### config.mk
export PLATFORM = sky130hd
export DESIGN_NAME = rcs_spi_slave
export DESIGN_NICKNAME = d
export VERILOG_FILES = /design/src/verilog/rcs_pkg.sv /design/src/verilog/rcs_stream_if.sv /design/src/verilog/rcs_spi_slave.sv /design/src/verilog/rcs_fifo.sv /design/src/verilog/rcs_skid.sv
export SDC_FILE = /design/constraint.sdc
export NUM_CORES = 2
export LEC_CHECK = 0
export BUFFER_PORTS_ARGS = -buffer_cell sky130_fd_sc_hd__buf_2
export CAP_MARGIN = 20
export CELL_PAD_IN_SITES_DETAIL_PLACEMENT = 0
export CELL_PAD_IN_SITES_GLOBAL_PLACEMENT = 1
export CORE_MARGIN = 3
export CORE_UTILIZATION = 51
export DETAILED_ROUTE_END_ITERATION = 6
export GPL_TIMING_DRIVEN = 1
export PLACE_DENSITY_LB_ADDON = 0.2
export RECOVER_POWER = 50
export SLEW_MARGIN = 20
export SYNTH_ARGS = -nofsm -noshare
export SYNTH_HDL_FRONTEND = slang
export SYNTH_SLANG_ARGS = --single-unit
export TNS_END_PERCENT = 100
### constraint.sdc
create_clock -name mclk_in -period 5.56 [get_ports mclk_in]
set_clock_uncertainty 0.15 [all_clocks]
set_input_delay 0.834 -clock mclk_in [delete_from_list [all_inputs] [get_ports mclk_in]]
set_output_delay 0.834 -clock mclk_in [all_outputs]
set_load 0.005 [all_outputs]
### src/verilog/rcs_pkg.sv
/*
  Shared constants and types of the radio configuration serial slave.
  Assumes nothing of its surroundings; imported by every design module.
*/
package rcs_pkg;
  // ********************************************************************
  // Widths and depths
  // ********************************************************************
  localparam int DATA_W = 8;
  localparam int FIFO_DEPTH = 64;
  localparam int FIFO_AW = 6;
  localparam int CFG_NUM = 47;
  localparam int STAT_NUM = 14;
  localparam int PA_DEPTH = 8;
  // ********************************************************************
  // Address map and header layout
  // ********************************************************************
  localparam logic [5:0] CFG_LAST = 6'h2E;
  localparam logic [5:0] STAT_FIRST = 6'h30;
  localparam logic [5:0] STAT_LAST = 6'h3D;
  localparam logic [5:0] PA_ADDR = 6'h3E;
  localparam logic [5:0] FIFO_ADDR = 6'h3F;
  localparam int HDR_RW_BIT = 7;
  localparam int HDR_BURST_BIT = 6;
  localparam logic [7:0] CFG_RESET = 8'h00;
  localparam logic [7:0] PA_RESET = 8'h00;
  localparam logic [3:0] CNT_SAT = 4'hF;
  // ********************************************************************
  // Strobe codes, offset from the first strobe address
  // ********************************************************************
  localparam logic [3:0] STRB_RESET = 4'h0;
  localparam logic [3:0] STRB_OSC_OFF = 4'h2;
  localparam logic [3:0] STRB_PDOWN = 4'h9;
  localparam logic [3:0] STRB_RX_FLUSH = 4'hA;
  localparam logic [3:0] STRB_TX_FLUSH = 4'hB;
  // ********************************************************************
  // Types
  // ********************************************************************
  typedef enum logic [2:0] {
    MS_IDLE = 3'b000,
    MS_RX = 3'b001,
    MS_TX = 3'b010,
    MS_SYNTH_READY_TX = 3'b011,
    MS_CALIBRATE = 3'b100,
    MS_SETTLING = 3'b101,
    MS_RX_OVERRUN = 3'b110,
    MS_TX_STARVED = 3'b111
  } rcs_main_state_t;
  typedef enum logic [1:0] {
    PH_OFF = 2'b00,
    PH_HDR = 2'b01,
    PH_DATA = 2'b10
  } rcs_phase_t;
  typedef enum logic [2:0] {
    AC_NONE = 3'b000,
    AC_CFG = 3'b001,
    AC_STAT = 3'b010,
    AC_STRB = 3'b011,
    AC_PA = 3'b100,
    AC_TXF = 3'b101,
    AC_RXF = 3'b110
  } rcs_access_t;
endpackage

### src/verilog/rcs_stream_if.sv
/*
  Byte stream carrier with valid and ready.
  Assumes one clock; a word moves when valid and ready are both high.
*/
`timescale 1ns/100ps
interface rcs_stream_if;
  logic valid;
  logic ready;
  logic [7:0] data;
  modport src (output valid, output data, input ready);
  modport snk (input valid, input data, output ready);
endinterface

### src/verilog/rcs_spi_slave.sv
/*
  Four-wire serial slave of a radio transceiver: configuration registers,
  status registers, command strobes, power table and both data FIFOs.
  Assumes the serial pins come from a host on its own clock, and that the
  radio main state, oscillator status and radio data run on mclk_in.
*/
`timescale 1ns/100ps
module rcs_spi_slave
  import rcs_pkg::*;
(
  input wire logic mclk_in,
  input wire logic arst_n_in,
  input wire logic sclk_in,
  input wire logic chip_select_n_in,
  input wire logic si_in,
  output logic shared_output_pin_out,
  output logic shared_output_pin_oe_n_out,
  input wire logic gp_level_in,
  input wire logic gp_oe_n_in,
  input wire logic [2:0] main_state_in,
  input wire logic osc_stable_in,
  input wire logic sleep_entry_in,
  input wire logic [STAT_NUM*8-1:0] status_regs_in,
  output logic [CFG_NUM*8-1:0] cfg_regs_out,
  output logic [3:0] strobe_code_out,
  output logic strobe_valid_out,
  input wire logic [2:0] power_entry_select_in,
  input wire logic ook_mode_in,
  input wire logic ook_bit_in,
  output logic [7:0] pa_level_out,
  input wire logic [7:0] rx_byte_in,
  input wire logic rx_valid_in,
  output logic rx_ready_out,
  output logic [7:0] tx_byte_out,
  output logic tx_valid_out,
  input wire logic tx_ready_in
);
  // ********************************************************************
  // Declarations
  // ********************************************************************
  logic [2:0] sclk_sy_r;
  logic [2:0] cs_sy_r;
  logic [1:0] si_sy_r;
  rcs_phase_t phase_r;
  rcs_access_t acc_r;
  logic [2:0] bitcnt_r;
  logic [6:0] sh_r;
  logic rw_r;
  logic burst_r;
  logic [5:0] addr_r;
  logic use_stat_r;
  logic [7:0] out_r;
  logic [2:0] pa_idx_r;
  logic [7:0] cfg_r [CFG_NUM];
  logic [7:0] pa_r [PA_DEPTH];
  logic so_r;
  logic so_oe_n_r;
  logic [7:0] pa_level_r;
  logic strobe_valid_r;
  logic [3:0] strobe_code_r;
  logic pend_r;
  logic [3:0] pend_code_r;
  logic tx_flush_r;
  logic rx_flush_r;
  logic tx_push_r;
  logic [7:0] tx_wdata_r;
  logic [FIFO_AW:0] tx_cnt;
  logic [FIFO_AW:0] rx_cnt;

  rcs_stream_if spi_tx ();
  rcs_stream_if tx_buf ();
  rcs_stream_if tx_out ();
  rcs_stream_if rx_in ();
  rcs_stream_if rx_buf ();
  rcs_stream_if rx_rd ();

  // ********************************************************************
  // Pin synchronisers and edge detection
  // ********************************************************************
  always_ff @(posedge mclk_in or negedge arst_n_in) begin
    if (!arst_n_in) begin
      sclk_sy_r <= 3'h0;
      cs_sy_r <= 3'h7;
      si_sy_r <= 2'h0;
    end else begin
      sclk_sy_r <= {sclk_sy_r[1:0], sclk_in};
      cs_sy_r <= {cs_sy_r[1:0], chip_select_n_in};
      si_sy_r <= {si_sy_r[0], si_in};
    end
  end

  wire cs_low = ~cs_sy_r[1];
  wire cs_rise = cs_sy_r[1] & ~cs_sy_r[2];
  wire sclk_low = ~sclk_sy_r[1];
  wire sclk_rise = sclk_sy_r[1] & ~sclk_sy_r[2];
  wire si_bit = si_sy_r[1];
  wire shift_en = cs_low & (phase_r != PH_OFF) & sclk_rise;

  // ********************************************************************
  // Byte and header decode
  // ********************************************************************
  wire byte_done = shift_en & (bitcnt_r == 3'h7);
  wire [7:0] byte_in = {sh_r, si_bit};
  wire is_hdr = byte_done & (phase_r == PH_HDR);
  wire is_data = byte_done & (phase_r == PH_DATA);
  wire hdr_rw = byte_in[HDR_RW_BIT];
  wire hdr_burst = byte_in[HDR_BURST_BIT];
  wire [5:0] hdr_addr = byte_in[5:0];
  wire hdr_is_stat = (hdr_addr >= STAT_FIRST) && (hdr_addr <= STAT_LAST);
  wire rcs_access_t hdr_acc =
    (hdr_addr <= CFG_LAST) ? AC_CFG :
    (hdr_addr == PA_ADDR) ? AC_PA :
    (hdr_addr == FIFO_ADDR) ? (hdr_rw ? AC_RXF : AC_TXF) :
    hdr_is_stat ? (hdr_burst ? AC_STAT : AC_STRB) : AC_NONE;
  wire hdr_rd = (hdr_acc == AC_STAT) ||
    (hdr_rw && (hdr_acc == AC_CFG || hdr_acc == AC_PA || hdr_acc == AC_RXF));
  wire is_strb = is_hdr & (hdr_acc == AC_STRB);
  wire [3:0] strb_code = 4'(hdr_addr - STAT_FIRST);
  wire burst_ok = (acc_r == AC_CFG) || (acc_r == AC_PA) ||
    (acc_r == AC_TXF) || (acc_r == AC_RXF);
  wire cont = burst_r & burst_ok;

  // ********************************************************************
  // Read data selection
  // ********************************************************************
  wire rcs_access_t rd_acc = is_hdr ? hdr_acc : acc_r;
  wire [5:0] rd_addr = is_hdr ? hdr_addr : addr_r + 6'h01;
  wire [2:0] rd_idx = is_hdr ? pa_idx_r : pa_idx_r + 3'h1;
  wire [3:0] stat_idx = 4'(rd_addr - STAT_FIRST);
  wire [7:0] cfg_rd = (rd_addr <= CFG_LAST) ? cfg_r[rd_addr] : 8'h00;
  wire [7:0] stat_rd = status_regs_in[stat_idx*8 +: 8];
  wire [7:0] rd_data =
    (rd_acc == AC_CFG) ? cfg_rd :
    (rd_acc == AC_STAT) ? stat_rd :
    (rd_acc == AC_PA) ? pa_r[rd_idx] :
    (rd_acc == AC_RXF && rx_rd.valid) ? rx_rd.data : 8'h00;
  wire load = (is_hdr & hdr_rd) | (is_data & cont & ~use_stat_r);
  wire rx_pop = load & (rd_acc == AC_RXF) & rx_rd.valid;

  // ********************************************************************
  // Status byte
  // ********************************************************************
  wire [FIFO_AW:0] tx_free = (FIFO_AW+1)'(FIFO_DEPTH) - tx_cnt;
  wire [FIFO_AW:0] fill = rw_r ? rx_cnt : tx_free;
  wire [3:0] stat_cnt = (fill > {3'h0, CNT_SAT}) ? CNT_SAT : fill[3:0];
  wire [7:0] status_byte = {~osc_stable_in, main_state_in, stat_cnt};
  wire so_bit = use_stat_r ? status_byte[3'h7 - bitcnt_r]
    : out_r[3'h7 - bitcnt_r];

  // ********************************************************************
  // Serial framing
  // ********************************************************************
  always_ff @(posedge mclk_in or negedge arst_n_in) begin
    if (!arst_n_in) begin
      phase_r <= PH_OFF;
      acc_r <= AC_NONE;
      bitcnt_r <= 3'h0;
      sh_r <= 7'h00;
      rw_r <= 1'b0;
      burst_r <= 1'b0;
      addr_r <= 6'h00;
      use_stat_r <= 1'b1;
      out_r <= 8'h00;
      pa_idx_r <= 3'h0;
    end else if (!cs_low) begin
      phase_r <= PH_OFF;
      bitcnt_r <= 3'h0;
      use_stat_r <= 1'b1;
      pa_idx_r <= 3'h0;
    end else if (phase_r == PH_OFF) begin
      phase_r <= PH_HDR;
    end else if (shift_en) begin
      sh_r <= byte_in[6:0];
      bitcnt_r <= bitcnt_r + 3'h1;
      if (bitcnt_r == 3'h0 && phase_r == PH_HDR) begin
        rw_r <= si_bit;
      end
      if (is_hdr) begin
        acc_r <= hdr_acc;
        addr_r <= hdr_addr;
        burst_r <= hdr_burst;
        phase_r <= (hdr_acc == AC_STRB) ? PH_HDR : PH_DATA;
        use_stat_r <= ~hdr_rd;
      end
      if (is_data) begin
        addr_r <= addr_r + 6'h01;
        if (acc_r == AC_PA) begin
          pa_idx_r <= pa_idx_r + 3'h1;
        end
        if (!cont) begin
          phase_r <= PH_HDR;
          use_stat_r <= 1'b1;
        end
      end
      if (load) begin
        out_r <= rd_data;
      end
    end
  end

  // ********************************************************************
  // Configuration registers and power table
  // ********************************************************************
  wire wr_data = is_data & ~rw_r;
  wire cfg_wr = wr_data & (acc_r == AC_CFG) & (addr_r <= CFG_LAST);

  always_ff @(posedge mclk_in or negedge arst_n_in) begin
    if (!arst_n_in) begin
      for (int i = 0; i < CFG_NUM; i++) begin
        cfg_r[i] <= CFG_RESET;
      end
    end else if (cfg_wr) begin
      cfg_r[addr_r] <= byte_in;
    end
  end

  always_ff @(posedge mclk_in or negedge arst_n_in) begin
    if (!arst_n_in) begin
      for (int i = 0; i < PA_DEPTH; i++) begin
        pa_r[i] <= PA_RESET;
      end
    end else if (sleep_entry_in) begin
      for (int i = 1; i < PA_DEPTH; i++) begin
        pa_r[i] <= PA_RESET;
      end
    end else if (wr_data && acc_r == AC_PA) begin
      pa_r[pa_idx_r] <= byte_in;
    end
  end

  genvar g;
  generate
    for (g = 0; g < CFG_NUM; g++) begin : g_cfg
      assign cfg_regs_out[g*8 +: 8] = cfg_r[g];
    end
  endgenerate

  wire [2:0] pa_sel = (ook_mode_in && ook_bit_in) ? power_entry_select_in : 3'h0;

  always_ff @(posedge mclk_in or negedge arst_n_in) begin
    if (!arst_n_in) begin
      pa_level_r <= PA_RESET;
    end else begin
      pa_level_r <= pa_r[pa_sel];
    end
  end

  // ********************************************************************
  // Strobes, flushes and transmit pushes
  // ********************************************************************
  wire flush_ok = (main_state_in == MS_IDLE) ||
    (main_state_in == MS_RX_OVERRUN) || (main_state_in == MS_TX_STARVED);
  wire strb_late = (strb_code == STRB_PDOWN) || (strb_code == STRB_OSC_OFF);

  always_ff @(posedge mclk_in or negedge arst_n_in) begin
    if (!arst_n_in) begin
      strobe_valid_r <= 1'b0;
      strobe_code_r <= 4'h0;
      pend_r <= 1'b0;
      pend_code_r <= 4'h0;
      tx_flush_r <= 1'b0;
      rx_flush_r <= 1'b0;
      tx_push_r <= 1'b0;
      tx_wdata_r <= 8'h00;
    end else begin
      strobe_valid_r <= 1'b0;
      tx_flush_r <= 1'b0;
      rx_flush_r <= 1'b0;
      tx_push_r <= wr_data & (acc_r == AC_TXF);
      if (wr_data) begin
        tx_wdata_r <= byte_in;
      end
      if (is_strb && strb_late) begin
        pend_r <= 1'b1;
        pend_code_r <= strb_code;
      end else if (is_strb) begin
        strobe_valid_r <= 1'b1;
        strobe_code_r <= strb_code;
        tx_flush_r <= (strb_code == STRB_TX_FLUSH) & flush_ok;
        rx_flush_r <= (strb_code == STRB_RX_FLUSH) & flush_ok;
      end else if (cs_rise && pend_r) begin
        strobe_valid_r <= 1'b1;
        strobe_code_r <= pend_code_r;
        pend_r <= 1'b0;
      end
    end
  end

  // ********************************************************************
  // Shared output pin
  // ********************************************************************
  always_ff @(posedge mclk_in or negedge arst_n_in) begin
    if (!arst_n_in) begin
      so_r <= 1'b0;
      so_oe_n_r <= 1'b1;
    end else if (cs_low) begin
      so_oe_n_r <= 1'b0;
      if (sclk_low) begin
        so_r <= so_bit;
      end
    end else begin
      so_r <= gp_level_in;
      so_oe_n_r <= gp_oe_n_in;
    end
  end

  // ********************************************************************
  // FIFOs and buffers
  // ********************************************************************
  assign spi_tx.valid = tx_push_r;
  assign spi_tx.data = tx_wdata_r;
  assign tx_out.ready = tx_ready_in;
  assign rx_in.valid = rx_valid_in;
  assign rx_in.data = rx_byte_in;
  assign rx_rd.ready = rx_pop;

  rcs_fifo u_tx_fifo (
    .mclk_in(mclk_in),
    .arst_n_in(arst_n_in),
    .flush_in(tx_flush_r | sleep_entry_in),
    .wr(spi_tx),
    .rd(tx_buf),
    .count_out(tx_cnt)
  );

  rcs_skid u_tx_skid (
    .mclk_in(mclk_in),
    .arst_n_in(arst_n_in),
    .in_s(tx_buf),
    .out_s(tx_out)
  );

  rcs_skid u_rx_skid (
    .mclk_in(mclk_in),
    .arst_n_in(arst_n_in),
    .in_s(rx_in),
    .out_s(rx_buf)
  );

  rcs_fifo u_rx_fifo (
    .mclk_in(mclk_in),
    .arst_n_in(arst_n_in),
    .flush_in(rx_flush_r | sleep_entry_in),
    .wr(rx_buf),
    .rd(rx_rd),
    .count_out(rx_cnt)
  );

  // ********************************************************************
  // Outputs
  // ********************************************************************
  assign shared_output_pin_out = so_r;
  assign shared_output_pin_oe_n_out = so_oe_n_r;
  assign strobe_valid_out = strobe_valid_r;
  assign strobe_code_out = strobe_code_r;
  assign pa_level_out = pa_level_r;
  assign rx_ready_out = rx_in.ready;
  assign tx_byte_out = tx_out.data;
  assign tx_valid_out = tx_out.valid;
endmodule

### src/verilog/rcs_fifo.sv
/*
  Byte FIFO with flush and fill count.
  Assumes one clock, asynchronous active-low reset; flush empties it.
*/
`timescale 1ns/100ps
module rcs_fifo
  import rcs_pkg::*;
#(
  parameter int DEPTH = FIFO_DEPTH,
  parameter int AW = FIFO_AW
) (
  input wire logic mclk_in,
  input wire logic arst_n_in,
  input wire logic flush_in,
  rcs_stream_if.snk wr,
  rcs_stream_if.src rd,
  output logic [AW:0] count_out
);
  logic [DATA_W-1:0] mem [DEPTH];
  logic [AW:0] wp_r;
  logic [AW:0] rp_r;
  wire push = wr.valid & wr.ready;
  wire pop = rd.valid & rd.ready;

  assign count_out = wp_r - rp_r;
  assign wr.ready = (count_out != (AW+1)'(DEPTH));
  assign rd.valid = (count_out != '0);
  assign rd.data = mem[rp_r[AW-1:0]];

  always_ff @(posedge mclk_in) begin
    if (push) begin
      mem[wp_r[AW-1:0]] <= wr.data;
    end
  end

  always_ff @(posedge mclk_in or negedge arst_n_in) begin
    if (!arst_n_in) begin
      wp_r <= '0;
      rp_r <= '0;
    end else if (flush_in) begin
      wp_r <= '0;
      rp_r <= '0;
    end else begin
      if (push) begin
        wp_r <= wp_r + (AW+1)'(1);
      end
      if (pop) begin
        rp_r <= rp_r + (AW+1)'(1);
      end
    end
  end
endmodule

### src/verilog/rcs_skid.sv
/*
  Two-entry buffer with valid and ready on both sides.
  Assumes one clock; both ready and valid outputs come from flip-flops.
*/
`timescale 1ns/100ps
module rcs_skid
  import rcs_pkg::*;
(
  input wire logic mclk_in,
  input wire logic arst_n_in,
  rcs_stream_if.snk in_s,
  rcs_stream_if.src out_s
);
  logic [DATA_W-1:0] d0_r;
  logic [DATA_W-1:0] d1_r;
  logic [1:0] cnt_r;
  logic [1:0] cnt_nxt;
  logic full_r;
  logic valid_r;
  wire push = in_s.valid & ~full_r;
  wire pop = valid_r & out_s.ready;

  assign in_s.ready = ~full_r;
  assign out_s.valid = valid_r;
  assign out_s.data = d0_r;
  assign cnt_nxt = cnt_r + {1'b0, push} - {1'b0, pop};

  always_ff @(posedge mclk_in or negedge arst_n_in) begin
    if (!arst_n_in) begin
      d0_r <= '0;
      d1_r <= '0;
      cnt_r <= 2'h0;
      full_r <= 1'b0;
      valid_r <= 1'b0;
    end else begin
      cnt_r <= cnt_nxt;
      full_r <= (cnt_nxt == 2'h2);
      valid_r <= (cnt_nxt != 2'h0);
      if (pop) begin
        d0_r <= (push && cnt_r == 2'h1) ? in_s.data : d1_r;
        if (push && cnt_r == 2'h2) begin
          d1_r <= in_s.data;
        end
      end else if (push) begin
        if (cnt_r == 2'h0) begin
          d0_r <= in_s.data;
        end else begin
          d1_r <= in_s.data;
        end
      end
    end
  end
endmodule

Word level (Yosys, flattened, before mapping)
Memories as Yosys holds them, arrays and structs flattened.
Cells that the tools add are included.
Word-level totals
  logic and storage cells: 380
  memories kept: 2
  output and inout port bits: 401
  register bits: 582
  RAM bits: 1024
Memories
  u_rx_fifo.mem: words 64, width 8, read ports 1, clocked after memory_dff 0, wr ports 1, line rcs_fifo.sv:19  | logic [DATA_W-1:0] mem [DEPTH];
  u_tx_fifo.mem: words 64, width 8, read ports 1, clocked after memory_dff 0, wr ports 1, line rcs_fifo.sv:19
Cells by class
  reductions and logical operators: 63
  shift-type cells: 1
  magnitude comparators: 14
  add/subtract/negate cells: 17
  bitwise logic cells: 46
  multiplexer cells: 105
  equality and inequality tests: 39
Operator list (count)
  $bwmux 376: 1
  $mux 8: 29
  $mux 56: 2
  $shiftx 112x8->8: 1
  $bwmux 64: 1
  $mux 7: 9
  $bmux 8 s3: 2
  $bmux 8 s6: 1
  $demux 8 s6: 1
  $mux 3: 14
  $reduce_bool 2->1: 18
  $eq 3x3->1 const B: 10
  $add 7x1->7 const B: 4
  $mux 1: 27
  $and 1x1->1: 26
  $demux 8 s3: 1
  $le 6x6->1 const B: 4
  $reduce_and 4->1: 5
  $mux 2: 9
  $mux 6: 3
  $ge 7x7->1 const B: 2
  $logic_and 1x1->1: 14
  $ne 7x7->1 const B: 2
  $not 6->7: 2
  other kinds (35): 97

Depth between registers and ports, before layout
  depth in word-level cells: 18
  mapped depth: 19
  depth with buffers taken out: 15

Hierarchy
Synthesis repeated with hierarchy kept, for this count alone.
Second synthesis, totals
  cell total of the unflattened synthesis: 4610
  area, all modules: 70670.3 µm²
By module, submodules not included
  rcs_spi_slave: cells each 2372, area an instance 26424.1 µm², sequential area each 12868.6 µm², times used 1
  rcs_fifo at u_tx_fifo: cells each 988, area an instance 20935.1 µm², sequential area each 15725.1 µm², times used 1
  rcs_fifo at u_rx_fifo: cells each 1040, area an instance 20928.8 µm², sequential area each 15725.1 µm², times used 1
  rcs_skid: cells each 105, area an instance 1191.1 µm², sequential area each 500.5 µm², times used 2

Worst setup path before layout
OpenSTA, ideal clock, no wires.
  path type: reg2reg
  start: reg u_rx_fifo.rp_r[1]
  end: reg u_rx_skid.valid_r (netlist: u_rx_skid.out_s.valid)
  stages on the path, launching flop included: 20
  data arrival time: 4.258 ns
  path slack: 1.026 ns
  buffers on the path: 6
  library setup time: 0.126 ns
  cells stage by stage: dfrtp_1 buf_2 buf_2 buf_2 buf_2 inv_1 ha_1 nor2b_1 o31a_1 or4_1 and3_1 o31a_1 buf_2 buf_1 ha_1 inv_1 ha_1 xor2_1 xnor2_1 nand2b_1
On the way
  word-level cells in the longest chain between the ends: 5
Ends and longest elaborated chain
  start, declared: line rcs_fifo.sv:21  | logic [AW:0] rp_r;
  start signal, assigned: line rcs_fifo.sv:48  | rp_r <= rp_r + (AW+1)'(1);
  $sub 7x7->7: line rcs_fifo.sv:25  | assign count_out = wp_r - rp_r;
  $ne 7x7->1: line rcs_fifo.sv:26  | assign wr.ready = (count_out != (AW+1)'(DEPTH));
  $and 1x1->1: line rcs_skid.sv:21  | wire pop = valid_r & out_s.ready;
  $sub 2x1->2: line rcs_skid.sv:26  | assign cnt_nxt = cnt_r + {1'b0, push} - {1'b0, pop};
  $reduce_bool 2->1: line rcs_skid.sv:38  | valid_r <= (cnt_nxt != 2'h0);
  end signal, assigned: line rcs_skid.sv:38
  end, declared: line rcs_skid.sv:19  | logic valid_r;
Every way passes these cells.
A chain may end at the register's enable or synchronous reset.

Final worst setup path
  start: reg cs_sy_r[1]
  end: reg out_r[0]
On the way
  word-level cells in the longest chain between the ends: 13
  elaborated cells on any way between the ends: 35
  classes of those cells: 1 x add/sub; 1 x order compare; 4 x eq/ne; 1 x shift; 14 x mux; 12 x bitwise; 2 x reduce/logical
Ends and longest elaborated chain
  start, declared: line rcs_spi_slave.sv:42  | logic [2:0] cs_sy_r;
  start signal, assigned: line rcs_spi_slave.sv:87  | cs_sy_r <= {cs_sy_r[1:0], chip_select_n_in};
  $not 1->1 (no line) *
  parallel branches: the longest is 12 deep, another holds $sub 4x1->4
  end signal, assigned: line rcs_spi_slave.sv:196  | out_r <= rd_data;
  end, declared: line rcs_spi_slave.sv:52  | logic [7:0] out_r;
Mark *: on every way between the ends. The select of a mux whose other input is x is not followed.

==> impl_metrics.json <==
{
  "drtPass1Iterations": 5,
  "synth_edf_count": 1024,
  "violations": "capacitance limit, slew limit",
  "syn_area_um2": 69700,
  "drt_iter0_drc": 4971,
  "io-pin-count": 540,
  "avgViaCountPerCell": 6.40,
  "p_total_uw": 28600,
  "numCtsBuffers": 164,
  "ir_drop_mv": 0.369,
  "wl_per_cell_um": 31.6,
  "yosys.area.top_type_share_pct": 44.1,
  "place.gp.congestion": 0.960,
  "post_cts_resized": 0,
  "rows": 134,
  "p_switching_uw": 7190,
  "ys_ff_latch": 1606,
  "setup_violations": 0,
  "yosys_warnings": 0,
  "max_clock_freq_ghz": 0.196,
  "cts_tree": "built",
  "place_hpwl_mm": 149,
  "met3_usage_pct": 7.49,
  "worst_setup_path_start_kind": "flip-flop",
  "syn_avg_cell_area_um2": 15.9,
  "hold_class": "in -> reg",
  "worst_ep_arrival_time_ns": 5.64,
  "holdWs_ns": 0.123,
  "grt_max_degree": 126,
  "syn_nets": 4561,
  "crit_type": "reg -> reg",
  "pwr-share-comb_pct": 11.2,
  "p_sw_share_pct": 25.2,
  "status": "finished, violations left",
  "start_util_pct": 51.8,
  "clock-root-buffer": "clkbuf_16",
  "use_met1_pct": 43.0,
  "portBuffers": 539,
  "rsz0062_at_grt": "false",
  "p_clk_share_pct": 40.4,
  "power_leakage_uw": 0.0290,
  "fin_setup_tns_ns": 0,
  "overflow": 0,
  "layout-drive-gt1-share_pct": 33.3,
  "antenna_left": 0,
  "p_seq_share_pct": 48.4,
  "synth.largest_area_cell": "edfxtp_1",
  "use_met2_pct": 46.0,
  "power.density_nw_per_um2": 358,
  "area_delta_synth_final_pct": 14.6,
  "cts_setup_buffers": 0,
  "core-area_um2": 134000,
  "synth-main-ff-cell": "edfxtp_1",
  "synth_area_leaders": "edfxtp_1 (44%), dfrtp_1 (21%), mux4_2 (11%)",
  "slew_violations": 1095,
  "p_int_uw": 21400,
  "finalHoldViolCount": 0,
  "syn_inst": 4393,
  "routed_wirelength_mm": 216,
  "ys_seq_area_share_pct": 65.1,
  "crit_fanout": 22,
  "top_usage_layer": "met2",
  "endpoint_kind": "flip-flop",
  "die_area_um2": 141000,
  "min_period_ns": 5.10,
  "synth_cell_types": 112,
  "cts.sinks": 1606,
  "grt_pass1_wl_mm": 311,
  "drv_cap": 17,
  "cts_max_level": 4,
  "die_w_um": 376,
  "grt_usage_pct": 30.5,
  "synthArstFlopShare_pct": 36.2,
  "grt_pass1_vias": 42665,
  "critPathRequiredTime_ns": 6.11,
  "clkTransAtPathRegs_ns": 0.06,
  "slew-limit-headroom_pct": -136,
  "worst_pin_slew_ns": 3.55,
  "drc": 0,
  "antenna_found_initial": 8,
  "layout.nets": 5094,
  "vias": 43707,
  "insertion_delay_ns": 0.80,
  "post-route-period-util_pct": 91.7,
  "die_y_um": 376,
  "cts_buffer_depth": 3
}
[routing by layer]
layer	part of all wire (%)	vias up
li1	-	18136
met3	9.5	435
met2	45	2255
met5	0.0056	-
met4	4.5	2
met1	41	22879
[worst max-delay path, stage by stage, from the launching register on]
cell and delay [ns]:
dfstp_1 0.90, and4bb_1 0.25, buf_4 0.18, nand2_1 0.70
mux2i_1 0.36, nor2b_1 0.80, nand2_1 0.38, o22ai_1 0.77
a2111oi_2 0.19, buf_4 0.20, o32ai_1 0.10
[power groups by stage]
stage	clock network (µW)	logic, µW	registers [µW]
2_1_floorplan	0	1810	14100
6_report	11500	3190	13800
3_3_place_gp	0	3220	14000
3_5_place_dp	0	3270	14000
5_1_grt	12200	3470	13900
4_1_cts	11700	3270	13700
[state kept, by name, indices dropped and copies added, names as in the netlist, 8 cells and up]
register and count:
pa_r 64, u_rx_skid.d1_r 8, u_tx_skid.d1_r 8, spi_tx.data 8
u_tx_skid.out_s.data 8, out_r 8, cfg_regs_out 376, u_rx_fifo.mem 512
u_rx_skid.out_s.data 8, u_tx_fifo.mem 512, pa_level_out 8
[through the flow]
step           utilization (%)  instances  cell area [µm²]  setup slack [ns]
2_1_floorplan                -       4393            69700              1.03
6_report                  59.4       6830            79800             0.463
3_3_place_gp              55.3       6524            74300             0.797
5_1_grt                   59.4       6829            79800             0.386
4_1_cts                   59.5       6829            80000             0.694
3_5_place_dp              55.3       6524            74300             0.766
[synthesized netlist by cell type (all sizes together), types with 27 or more instances]
cell type  instances
mux2i            146
ha                27
mux2             433
clkbuf           158
a22oi             38
buf              129
dfrtp            577
nand2            316
a31oi             29
a211oi            47
o21ai             95
inv               49
edfxtp          1024
o22ai             35
nor3              27
mux4             335
and3              41
nor2             327
xnor2             29
a21oi            113
nand3             84
[timing repair]
action,4_1_cts,5_1_grt
hold buffers,4,0
endpoints found under the setup margin,0,0
hold endpoints to repair,29,0
[kinds of logic (layout without fill, tap and decap cells)]
| logic type | count (synthesis) | count (layout) | synth area share (%) |
|---|---|---|---|
| compound gates | 518 | 518 | 5.19 |
| fa+ha+maj | 29 | 29 | 0.542 |
| buf+inv | 339 | 1007 | 2.14 |
| other cells | 0 | 1 | 0 |
| mux | 914 | 914 | 19.9 |
| flops | 1606 | 1606 | 65.1 |
| simple gates | 944 | 944 | 6.58 |
| xor+xnor | 43 | 43 | 0.560 |
[cells in the final DEF, fill, tap and decap left out, types with 13 or more instances in the layout]
cell type  synthesis  final
clkbuf_8           0     15
nand2_2           15     15
clkbuf_1         158    155
edfxtp_1        1024   1024
a22oi_1           38     38
bufinv_16          0     23
buf_4             12     86
nor3b_1           15     13
dfrtp_1          577    552
mux2_2           432    427
o221ai_1          13     13
clkinv_1           3     18
xor2_1            13     13
a21oi_1          112    112
nand3b_1          16     17
nor2b_1           22     21
and3_1            41     41
nand2_1          300    300
mux2i_1          146    146
a31oi_1           28     27
o21ai_0           89     89
xnor2_1           29     29
nor2_1           293    292
clkbuf_16          0    168
ha_1              27     27
o22ai_1           35     35
buf_2             70    420
inv_1             46     46
nand4_1           14     14
mux4_2           335    335
nor2_2            27     27
nor3_1            24     24
a211oi_1          46     46
dfrtp_2            0     21
nand3_1           81     81
clkinv_2           0     34
[worst paths after layout]
check	from	end	slack (ns)	depth (start not counted)
worst min register to register	sclk_sy_r[0]	sclk_sy_r[1]	0.24	0
min in group asynchronous	arst_n_in	cfg_regs_out[224]	1.42	2
worst max register to register	cs_sy_r[1]	out_r[0]	0.46	10
worst min-delay path	gp_oe_n_in	shared_output_pin_oe_n_out	0.12	2
max in group asynchronous	arst_n_in	cfg_regs_out[235]	1.50	3
worst max-delay path	cs_sy_r[1]	out_r[0]	0.46	10
[cell type report]
type,count,area (µm²)
Fill cell,10361,54700
Sequential cell,1606,45400
Multi-Input combinational cell,2448,22900
Clock buffer,203,4490
Timing Repair Buffer,654,3430
Tap cell,1768,2210
Clock inverter,98,1180
Inverter,52,195
Antenna cell,1,2.50
(Power assumes the default switching activity.)
